[src/hdl/sac_pkg.sv]
// Constants shared by the step attenuator control logic.
// Assumes a 200 MHz system clock and a 32-bit AXI4-Lite register port.
package sac_pkg;
  localparam int SAC_ATT_W = 7;
  localparam int SAC_WORD_W = 8;
  localparam int SAC_SHIFT_W = 16;
  localparam int SAC_ADDR_W = 3;
  localparam int SAC_CNT_W = 17;
  localparam int SAC_ADDR_LSB = 8;
  localparam logic [6:0] SAC_ATT_MAX = 7'h7F;
  localparam logic [6:0] SAC_ATT_MIN = 7'h00;
  localparam int SAC_CLK_MHZ = 200;
  localparam int SAC_POWERUP_US = 400;
  localparam int SAC_POWERUP_CYC = SAC_POWERUP_US * SAC_CLK_MHZ;
  localparam int SAC_INIT_CYC = 3;
  localparam int SAC_AXI_AW = 8;
  localparam logic [7:0] SAC_REG_CTRL = 8'h00;
  localparam logic [7:0] SAC_REG_STATUS = 8'h04;
  localparam logic [7:0] SAC_REG_SHIFT = 8'h08;
  localparam logic [1:0] SAC_RESP_OKAY = 2'h0;
  localparam logic [1:0] SAC_RESP_SLVERR = 2'h2;
  localparam int SAC_CTRL_HOLD_BIT = 0;
  localparam int SAC_ST_WORD7_BIT = 7;
  localparam int SAC_ST_SERIAL_BIT = 8;
  localparam int SAC_ST_BUSY_BIT = 9;
  localparam logic [31:0] SAC_CTRL_RESET = 32'h0000_0000;
  typedef enum logic [1:0] {SAC_ST_INIT, SAC_ST_HOLD, SAC_ST_RUN} sac_state_t;
endpackage

[src/hdl/sac_sync2.sv]
// Two-flop synchroniser for a bundle of independent pin levels.
// Assumes each bit is a slow level; bits are not coherent with one another.
`timescale 1ns/1ps
`default_nettype none
module sac_sync2 #(
  parameter int W = 1
) (
  input wire logic clk,
  input wire logic rst,
  input wire logic [W-1:0] d,
  output logic [W-1:0] q
);
  logic [W-1:0] meta_r;

  always_ff @(posedge clk) begin
    if (rst) begin
      meta_r <= '0;
      q <= '0;
    end else begin
      meta_r <= d;
      q <= meta_r;
    end
  end
endmodule
`default_nettype wire

[src/hdl/sac_step_attenuator.sv]
// Control logic of a 7-bit step attenuator: parallel, latched parallel and
// addressable serial programming, plus an AXI4-Lite view for software.
// Assumes all pins are asynchronous to clk; the serial clock is sampled.
`timescale 1ns/1ps
`default_nettype none
module sac_step_attenuator #(
  parameter int POWERUP_CYCLES = sac_pkg::SAC_POWERUP_CYC
) (
  input wire logic clk,
  input wire logic rst,
  input wire logic serial_clock,
  input wire logic serial_data,
  input wire logic latch_strobe,
  input wire logic mode_select,
  input wire logic [sac_pkg::SAC_ATT_W-1:0] parallel_control_inputs,
  input wire logic address_pin_bit0,
  input wire logic address_pin_bit1,
  input wire logic address_pin_bit2,
  input wire logic parallel_pins_floating,
  output logic [sac_pkg::SAC_ATT_W-1:0] attenuation_state,
  input wire logic [sac_pkg::SAC_AXI_AW-1:0] s_axi_awaddr,
  input wire logic s_axi_awvalid,
  output logic s_axi_awready,
  input wire logic [31:0] s_axi_wdata,
  input wire logic [3:0] s_axi_wstrb,
  input wire logic s_axi_wvalid,
  output logic s_axi_wready,
  output logic [1:0] s_axi_bresp,
  output logic s_axi_bvalid,
  input wire logic s_axi_bready,
  input wire logic [sac_pkg::SAC_AXI_AW-1:0] s_axi_araddr,
  input wire logic s_axi_arvalid,
  output logic s_axi_arready,
  output logic [31:0] s_axi_rdata,
  output logic [1:0] s_axi_rresp,
  output logic s_axi_rvalid,
  input wire logic s_axi_rready
);
  import sac_pkg::*;

  localparam int PIN_W = 15;

  logic [PIN_W-1:0] pins_async;
  logic [PIN_W-1:0] pins_s;
  logic sclk_s;
  logic sdata_s;
  logic le_s;
  logic serial_mode_s;
  logic [SAC_ATT_W-1:0] par_s;
  logic [SAC_ADDR_W-1:0] addr_s;
  logic float_s;
  logic [SAC_ATT_W-1:0] par_eff;
  logic sclk_d_r;
  logic le_d_r;
  logic sclk_rise;
  logic le_rise;
  logic [SAC_SHIFT_W-1:0] shreg_r;
  logic [SAC_WORD_W-1:0] word_r;
  logic [SAC_CNT_W-1:0] cnt_r;
  sac_state_t state_r;
  logic running;
  logic addr_match;
  logic direct_follow;
  logic [31:0] ctrl_r;
  logic hold_upd;
  logic aw_got_r;
  logic w_got_r;
  logic [SAC_AXI_AW-1:0] awaddr_r;
  logic [31:0] wdata_r;
  logic [3:0] wstrb_r;

  // Decodes a register offset; returns 2'd0 ctrl, 1 status, 2 shift, 3 none.
  function automatic logic [1:0] reg_sel(input logic [SAC_AXI_AW-1:0] a);
    if (a == SAC_REG_CTRL) begin
      reg_sel = 2'd0;
    end else if (a == SAC_REG_STATUS) begin
      reg_sel = 2'd1;
    end else if (a == SAC_REG_SHIFT) begin
      reg_sel = 2'd2;
    end else begin
      reg_sel = 2'd3;
    end
  endfunction

  assign pins_async = {parallel_pins_floating, address_pin_bit2, address_pin_bit1,
                       address_pin_bit0, parallel_control_inputs, mode_select,
                       latch_strobe, serial_data, serial_clock};

  // Data and clock go through the same stages, so their sampled order holds.
  sac_sync2 #(.W(PIN_W)) u_sync (
    .clk(clk),
    .rst(rst),
    .d(pins_async),
    .q(pins_s)
  );

  assign sclk_s = pins_s[0];
  assign sdata_s = pins_s[1];
  assign le_s = pins_s[2];
  assign serial_mode_s = pins_s[3];
  assign par_s = pins_s[10:4];
  assign addr_s = pins_s[13:11];
  assign float_s = pins_s[14];
  // Floating pins read as low, so a parallel strobe or direct mode sets minimum; serial mode ignores them.
  assign par_eff = float_s ? SAC_ATT_MIN : par_s;

  always_ff @(posedge clk) begin
    if (rst) begin
      sclk_d_r <= 1'b0;
      le_d_r <= 1'b0;
    end else begin
      sclk_d_r <= sclk_s;
      le_d_r <= le_s;
    end
  end

  assign sclk_rise = sclk_s & ~sclk_d_r;
  assign le_rise = le_s & ~le_d_r;
  assign running = (state_r == SAC_ST_RUN);
  assign hold_upd = ctrl_r[SAC_CTRL_HOLD_BIT];

  assign addr_match = (shreg_r[SAC_ADDR_LSB +: SAC_ADDR_W] == addr_s);
  assign direct_follow = running & ~serial_mode_s & le_s & ~hold_upd;

  // First word ends in the low byte.
  always_ff @(posedge clk) begin
    if (rst) begin
      shreg_r <= '0;
    end else if (running && serial_mode_s && sclk_rise && !le_s) begin
      shreg_r <= {sdata_s, shreg_r[SAC_SHIFT_W-1:1]};
    end
  end

  // Start-up sequencer. The strap is caught only after the pins have settled.
  always_ff @(posedge clk) begin
    if (rst) begin
      state_r <= SAC_ST_INIT;
      cnt_r <= SAC_CNT_W'(SAC_INIT_CYC - 1);
    end else begin
      case (state_r)
        SAC_ST_INIT: begin
          if (cnt_r != '0) begin
            cnt_r <= cnt_r - 1'b1;
          end else if (!serial_mode_s && le_s) begin
            state_r <= SAC_ST_HOLD;
            cnt_r <= SAC_CNT_W'(POWERUP_CYCLES - 1);
          end else begin
            state_r <= SAC_ST_RUN;
          end
        end
        SAC_ST_HOLD: begin
          if (cnt_r != '0) begin
            cnt_r <= cnt_r - 1'b1;
          end else begin
            state_r <= SAC_ST_RUN;
          end
        end
        default: begin
          state_r <= SAC_ST_RUN;
        end
      endcase
    end
  end

  always_ff @(posedge clk) begin
    if (rst) begin
      word_r <= {1'b0, SAC_ATT_MAX};
    end else if (state_r == SAC_ST_HOLD && cnt_r == '0) begin
      word_r <= float_s ? {1'b0, SAC_ATT_MIN} : {1'b0, par_s};
    end else if (running && !hold_upd) begin
      if (serial_mode_s) begin
        if (le_rise && addr_match) begin
          word_r <= shreg_r[SAC_WORD_W-1:0];
        end
      end else if (direct_follow || le_rise) begin
        word_r <= {1'b0, par_eff};
      end
    end
  end

  assign attenuation_state = word_r[SAC_ATT_W-1:0];

  // Register write path: address and data may arrive in either order.
  always_ff @(posedge clk) begin
    if (rst) begin
      aw_got_r <= 1'b0;
      w_got_r <= 1'b0;
      awaddr_r <= '0;
      wdata_r <= '0;
      wstrb_r <= '0;
    end else if (aw_got_r && w_got_r) begin
      aw_got_r <= 1'b0;
      w_got_r <= 1'b0;
    end else begin
      if (s_axi_awvalid && s_axi_awready) begin
        aw_got_r <= 1'b1;
        awaddr_r <= s_axi_awaddr;
      end
      if (s_axi_wvalid && s_axi_wready) begin
        w_got_r <= 1'b1;
        wdata_r <= s_axi_wdata;
        wstrb_r <= s_axi_wstrb;
      end
    end
  end

  assign s_axi_awready = ~aw_got_r & ~s_axi_bvalid;
  assign s_axi_wready = ~w_got_r & ~s_axi_bvalid;

  always_ff @(posedge clk) begin
    if (rst) begin
      ctrl_r <= SAC_CTRL_RESET;
      s_axi_bvalid <= 1'b0;
      s_axi_bresp <= SAC_RESP_OKAY;
    end else if (aw_got_r && w_got_r) begin
      s_axi_bvalid <= 1'b1;
      if (reg_sel(awaddr_r) == 2'd0) begin
        s_axi_bresp <= SAC_RESP_OKAY;
        if (wstrb_r[0]) begin
          ctrl_r[SAC_CTRL_HOLD_BIT] <= wdata_r[SAC_CTRL_HOLD_BIT];
        end
      end else if (reg_sel(awaddr_r) == 2'd3) begin
        s_axi_bresp <= SAC_RESP_SLVERR;
      end else begin
        s_axi_bresp <= SAC_RESP_OKAY;
      end
    end else if (s_axi_bready) begin
      s_axi_bvalid <= 1'b0;
    end
  end

  // Read path: one read at a time, answered the cycle after the address.
  assign s_axi_arready = ~s_axi_rvalid;

  always_ff @(posedge clk) begin
    if (rst) begin
      s_axi_rvalid <= 1'b0;
      s_axi_rdata <= 32'h0000_0000;
      s_axi_rresp <= SAC_RESP_OKAY;
    end else if (s_axi_arvalid && s_axi_arready) begin
      s_axi_rvalid <= 1'b1;
      s_axi_rresp <= SAC_RESP_OKAY;
      s_axi_rdata <= 32'h0000_0000;
      if (reg_sel(s_axi_araddr) == 2'd0) begin
        s_axi_rdata <= ctrl_r;
      end else if (reg_sel(s_axi_araddr) == 2'd1) begin
        s_axi_rdata[SAC_WORD_W-1:0] <= word_r;
        s_axi_rdata[SAC_ST_SERIAL_BIT] <= serial_mode_s;
        s_axi_rdata[SAC_ST_BUSY_BIT] <= ~running;
      end else if (reg_sel(s_axi_araddr) == 2'd2) begin
        s_axi_rdata[SAC_SHIFT_W-1:0] <= shreg_r;
      end else begin
        s_axi_rresp <= SAC_RESP_SLVERR;
      end
    end else if (s_axi_rready) begin
      s_axi_rvalid <= 1'b0;
    end
  end
endmodule
`default_nettype wire

[config.mk]
export PLATFORM = sky130hd
export DESIGN_NAME = sac_step_attenuator
export DESIGN_NICKNAME = d
export VERILOG_FILES = /design/src/hdl/sac_pkg.sv /design/src/hdl/sac_sync2.sv /design/src/hdl/sac_step_attenuator.sv
export SDC_FILE = /design/constraint.sdc
export NUM_CORES = 1
export LEC_CHECK = 0
export BUFFER_PORTS_ARGS = -buffer_cell sky130_fd_sc_hd__buf_2
export CORE_MARGIN = 2
export CORE_UTILIZATION = 50
export CTS_CLUSTER_DIAMETER = 200
export CTS_CLUSTER_SIZE = 10
export DETAILED_ROUTE_END_ITERATION = 8
export HOLD_SLACK_MARGIN = 0.06
export MAX_ROUTING_LAYER = met4
export PLACE_DENSITY = 0.77
export SYNTH_ARGS = -nofsm -noshare
export SYNTH_HDL_FRONTEND = slang
export SYNTH_SLANG_ARGS = --single-unit
[constraint.sdc]
create_clock -name clk -period 2.8 [get_ports clk]
set_clock_uncertainty 0.1 [all_clocks]
set_input_delay 0.56 -clock clk [delete_from_list [all_inputs] [get_ports clk]]
set_output_delay 0.56 -clock clk [all_outputs]
set_load 0.02 [all_outputs]
## Word level (Yosys, flattened, before mapping)

Cells that the tools add are included.

- Register bits: 110
- Input bits: 74
- Output and inout port bits: 48
- Word-level logic and storage cells: 134

- $add $sub $neg: 1
- Equality and inequality tests: 15
- Muxes and demuxes: 48
- Bitwise logic cells: 17
- Reduce and logical (&&, ||, !) cells: 34

Operators with widths:

| cell | number |
|---|---|
| 2-bit 2-to-1 mux | 26 |
| 17-bit 2-to-1 mux | 3 |
| 8-bit 2-to-1 mux | 5 |
| 17-bit case mux with 2 select lines | 1 |
| 16-bit 2-to-1 mux | 2 |
| 17-bit logical NOT | 1 |
| 17-bit nonzero test | 1 |
| 17-bit by 1-bit subtractor with 17-bit output, second input constant | 1 |
| 8-bit by 3-bit equality test with 1-bit output, second input constant | 2 |
| 8-bit by 4-bit equality test with 1-bit output, second input constant | 2 |
| 8-bit logical NOT | 2 |
| 7-bit 2-to-1 mux | 2 |
| 1-bit logical AND | 11 |
| 10-bit 2-to-1 mux | 1 |
| 1-bit NOT | 10 |
| 3-bit AND reduction | 3 |
| 2-bit nonzero test | 4 |
| 1-bit AND | 7 |
| 2-bit equality test, second input constant | 3 |
| 2-bit logical NOT | 3 |
| 1-bit 2-to-1 mux | 6 |
| 6-bit 2-to-1 mux | 1 |
| 2-bit != test, second input constant | 3 |
| 3-bit != test, second input constant | 2 |
| other kinds (8) | 13 |

## Longest topological paths before layout

- Depth in word-level cells: 19
- Gate-level depth with buffers: 7
- Gate-level depth less buffers: 7

## Modules after synthesis

From an unflattened synthesis, not the netlist that was laid out.

- Cells, all modules: 477
- Area total of the unflattened synthesis: 4484.3 µm²

By module, submodules not included:

| module | times used | cells an instance | area an instance (µm²) | sequential area each (µm²) |
|---|---|---|---|---|
| sac_step_attenuator | 1 | 414 | 3602.2 | 1561.5 |
| sac_sync2 | 1 | 63 | 882.1 | 600.6 |

## Least setup slack after synthesis

No wires, ideal clock.

- Path kind: reg-to-reg
- Start: register cnt_r[0]
- End: register word_r[0]
- Setup time: 159 ps
- Arrival time: 1764 ps
- Required time: 2541 ps
- Slack: 777 ps
- Stages on the path, launching flop included: 7
- Path buffers: 0
- Clock period less this slack: 2023 ps
- Cell sequence: dfxtp_1 > inv_1 > ha_1 > or4b_4 > or4_4 > o21ai_4 > a221oi_1

- Word-level cells in the longest chain between the ends: 4
- Elaborated cells between the ends (all ways): 7
- Those cells by class: eq/ne (1); mux (1); reduce/logical (5)

RTL lines:

| element | RTL line | RTL |
|---|---|---|
| from (decl) | sac_step_attenuator.sv:59 | `logic [SAC_CNT_W-1:0] cnt_r;` |
| from (signal assigned) | sac_step_attenuator.sv:138 | `cnt_r <= SAC_CNT_W'(SAC_INIT_CYC - 1);` |
| from (signal assigned) | sac_step_attenuator.sv:143 | `cnt_r <= cnt_r - 1'b1;` |
| from (signal assigned) | sac_step_attenuator.sv:146 | `cnt_r <= SAC_CNT_W'(POWERUP_CYCLES - 1);` |
| 17-bit logical NOT * | sac_step_attenuator.sv:168 | `end else if (state_r == SAC_ST_HOLD && cnt_r == '0) begin` |
| 1-bit logical AND * | sac_step_attenuator.sv:168 |  |
| 3-bit != test (no source line) (tied with other cells) | n/a |  |
| 3-bit AND reduction (no source line) | n/a |  |
| to (signal assigned) | sac_step_attenuator.sv:167 | `word_r <= {1'b0, SAC_ATT_MAX};` |
| to (signal assigned) | sac_step_attenuator.sv:169 | `word_r <= float_s ? {1'b0, SAC_ATT_MIN} : {1'b0, par_s};` |
| to (signal assigned) | sac_step_attenuator.sv:173 | `word_r <= shreg_r[SAC_WORD_W-1:0];` |
| to (decl) | sac_step_attenuator.sv:58 | `logic [SAC_WORD_W-1:0] word_r;` |

Every way passes the cells marked *; elsewhere a longest branch is shown, timed or not.
A chain may end at the register's enable or synchronous reset.

## Worst setup path in the final report

Ends and elaborated chain as after synthesis.

==> results by group <==
Power and ir drop
  • Pleak: roughly 2.1 nW
  • Max IR drop VDD: 0.000485 V
  • PwrDens: 800 mW/mm²

Layout
  • Final net count: 618
  • P&R area growth vs syn: 11.2%
  • Final Cell Area: 0.00498 mm²
  • Layout cells sized above 1: 0.197
  • Antenna diode count: 0

CTS
  • Clk_lat worst skew: 0.36 ns
  • Clk slew on worst S/H paths: 0.09 ns
  • Cts repair resizes: 0
  • H-tree depth: 3
  • CTS Buffer Depth: 2
  • # clock sinks: 108
  • Post-CTS setup buffer count: 0
  • TritonCTS Buffers: 9
  • CTS tree: done
  • Clock root buffer master: clkbuf_8
  • CTS Hold Buffers Added: 0

Placed design
  • IO buf count: a little under 70
  • DP Worst Slack: 0.553 ns
  • Placed cell areas: between 0.004 and 0.005 mm²
  • RePlAce Congestion: 0.883
  • Post-DP HPWL: 6.33 mm

Synthesis
  • Synth Area in Adders: 0.00559
  • Largest family of logic cells by synthesized area: simple AND/OR/NAND/NOR gates
  • Synth top area share: 0.483
  • Seq/Total Area, Yosys: 0.483
  • Syn Area/Cell: 9.30 µm²
  • Netlist cell types: between 50 and 60
  • Prevailing post-synth register cell: dfxtp_1
  • Syn. warnings: 0
  • Simple-Gate Fraction of Synth Area: 0.247
  • XOR/XNOR Fraction of Synth Area: 0.0117
  • Register bit total from synthesis: around 110
  • Synth area leader: dfxtp_1
  • Mux contribution to synthesized area: 0.0313
  • Synthesized area: 0.00448 mm²
  • Synth Area in Compound Gates: 0.148
  • Synth area leaders: dfxtp_1 48%, nor2b_1 4.6%, a21oi_1 4.2%
  • Post-synth ARST share: 0
  • EDFF count, synth: 0
  • Post-Syn Instances: ~480

STA
  • Slew Viols, Final: 0
  • RSZ-0062 raised after global routing: no
  • Final period utilization: 0.779
  • Setup-failing EPs final: 0
  • WHS: around 0.29 ns
  • Final-report hold violation count: 0
  • Slack of the critical path: 0.618 ns
  • Final TNS setup: 0 ns
  • Worst slew pin tran: 0.950 ns
  • Slew margin rel.: 0.366
  • Period minus WS final: 2.18 ns
  • Max Clk Rate: 0.458 GHz

Min path
  • Hold EP: s_axi_rvalid$_SDFFE_PP0P_
  • HP Start: s_axi_rready
  • Hold Crit Class: in -> reg
  • Worst hold path stage count: 2

Setup path
  • Kind of critical path: reg -> reg
  • R2r worst-path depth: 6
  • Reg-to-reg slack, setup: 0.62 ns
  • FF-to-FF Start: cnt_r[0]$_SDFFE_PP0P_
  • Startpoint types: flip-flop
  • Required @ worst endpoint: 2.94 ns
  • Reg2reg end: word_r[0]$_SDFFE_PP1P_
  • Crit path largest cell delay: 0.52 ns
  • Worst setup EP type: flip-flop
  • CP max FO: 7
  • CP Cell Sequence: inv_1 -> ha_1 -> or4b_4 -> or4_4 -> o21ai_4 -> a221oi_1
  • CP Data Arrival Time: ~2.3 ns
  • Slowest-stage cell, CP: or4b_4

Routing
  • Wire per inst: 13.1 µm
  • Vias: 3450
  • Initial drt markers: 144
  • DRC: 0
  • Vias per inst: 5.27
  • TritonRoute pass-1 iters: 4
  • Total Wirelength: 8.55 mm
  • Post-route antenna net violation count: 0

GRT
  • Global Route Usage Sum: 0.186
  • First-pass GRT wire length: 14.6 mm
  • Initial antenna violation count: 0
  • Largest net degree at the start of global routing: 69
  • Number of global-route vias before repair: 3211
  • Global route overflow: 0

Floorplan
  • Site Rows: 34
  • Die height: 98.6 µm
  • Starting Density: 0.513
  • I/O pin total: between 100 and 150
  • Placeable Area: between 0.008 and 0.009 mm²
  • Die Wd: 98.6 µm
  • Die area: 0.00972 mm²

Status
  • Status: completed

Job
  • Max-cap check violation count: 0
-- critical path, delay by kind of cell (launching register included) --
family / cells / cell delay, ns
flops: 1 / 0.37
fa+ha+maj: 1 / 0.22
compound gates: 2 / 0.23
buf+inv: 1 / 0.10
simple gates: 2 / 1.04
-- layout by cell type (no fill, tap or decap), types with 2 or more instances in the layout --
master,n
mux2i_1,14
ha_1,2
a22o_1,18
nor2_1,50
xnor2_1,3
buf_2,69
a311oi_1,5
nand3_1,11
a221oi_1,7
nor2b_1,33
nand2_1,42
nand4_1,2
clkbuf_8,9
nand2b_1,12
a31oi_1,2
nor3b_2,2
xor2_1,3
dfxtp_1,108
or3_1,2
nor3_1,20
or4_1,3
a21oi_1,38
buf_4,7
conb_1,18
inv_1,13
a211oi_1,7
o21ai_0,3
clkbuf_1,4
clkinvlp_4,2
nor4_1,7
nand3b_1,2
-- metal layers --
metal | GRT usage | vias to the layer above | wire (µm)
met5 | - | - | 0
met4 | 0.0801 | 0 | 159
met3 | 0.0298 | 16 | 433
met2 | 0.299 | 92 | 4010
met1 | 0.233 | 1582 | 3950
li1 | - | 1760 | -
-- layout make-up --
| class | instances | area [µm²] |
|---|---|---|
| Clock buffer | 13 | 139 |
| Tap cell | 108 | 135 |
| Multi-Input combinational cell | 333 | 2050 |
| Timing Repair Buffer | 77 | 418 |
| Sequential cell | 108 | 2160 |
| Fill cell | 787 | 3740 |
| Clock inverter | 3 | 23.8 |
| Inverter | 13 | 48.8 |
-- power by group --
group          leakage, nW  switching [mW]  internal [mW]
combinational         1.10           0.782          0.500
sequential           0.882           0.187           1.70
clock               0.0738           0.487          0.327
total                 2.06            1.46           2.52
-- registers in the layout, indices dropped and copies added (netlist names), 2 cells and up --
register       count
awaddr_r           8
cnt_r             17
s_axi_rdata       16
shreg_r           16
state_r            2
u_sync.meta_r     15
u_sync.q          15
word_r             8
-- worst max path at each step --
stage / startpoint / end / slack [ns] / cells past startpoint
after global placement: s_axi_araddr[7] / s_axi_rdata[9]$_SDFFE_PP0P_ / 0.57 / 6
final: cnt_r[0]$_SDFFE_PP0P_ / word_r[0]$_SDFFE_PP1P_ / 0.62 / 6
after global routing: cnt_r[0]$_SDFFE_PP0P_ / cnt_r[11]$_SDFFE_PP0P_ / 0.45 / 7
after detailed placement: s_axi_araddr[7] / s_axi_rdata[8]$_SDFFE_PP0P_ / 0.55 / 6
after floorplan: cnt_r[0]$_SDFFE_PP0P_ / word_r[0]$_SDFFE_PP1P_ / 0.78 / 6
after CTS: cnt_r[0]$_SDFFE_PP0P_ / word_r[0]$_SDFFE_PP1P_ / 0.62 / 6
-- cell usage after synthesis (2+ instances only) --
library cell    n
nand3_1        11
or4_1           3
nand3b_1        2
nor2b_1        33
nor3b_2         2
xnor2_1         3
a311oi_1        5
dfxtp_1       108
buf_6           2
a221oi_1        7
nor2_1         50
a211oi_1        7
a31oi_1         2
mux2i_1        14
nand4_1         2
xor2_1          3
o21ai_0         3
clkbuf_1       12
buf_4          25
a21oi_1        38
a22o_1         18
nor3_1         20
ha_1            2
buf_1           2
nor4_1          7
buf_2           3
nand2_1        42
nand2b_1       12
inv_1          13
or3_1           2
-- logic make-up (layout without fill, tap and decap cells) --
group | after synthesis | count (layout)
AO/OA/AOI/OAI | 91 | 91
XOR/XNOR | 6 | 6
adder cells (fa/ha/maj) | 2 | 2
buffers and inverters | 57 | 106
flip-flops | 108 | 108
multiplexers | 14 | 14
other | 1 | 18
AND/OR/NAND/NOR | 202 | 202
-- stage by stage --
step	power, mW	cells	utilization
2_1_floorplan	2.98	498	-
4_1_cts	4.00	655	0.571
3_5_place_dp	3.19	639	0.552
5_1_grt	4.24	655	0.571
6_report	3.98	655	0.571
3_3_place_gp	3.13	639	0.552
Note: power is estimated with default switching activity, not from simulation.
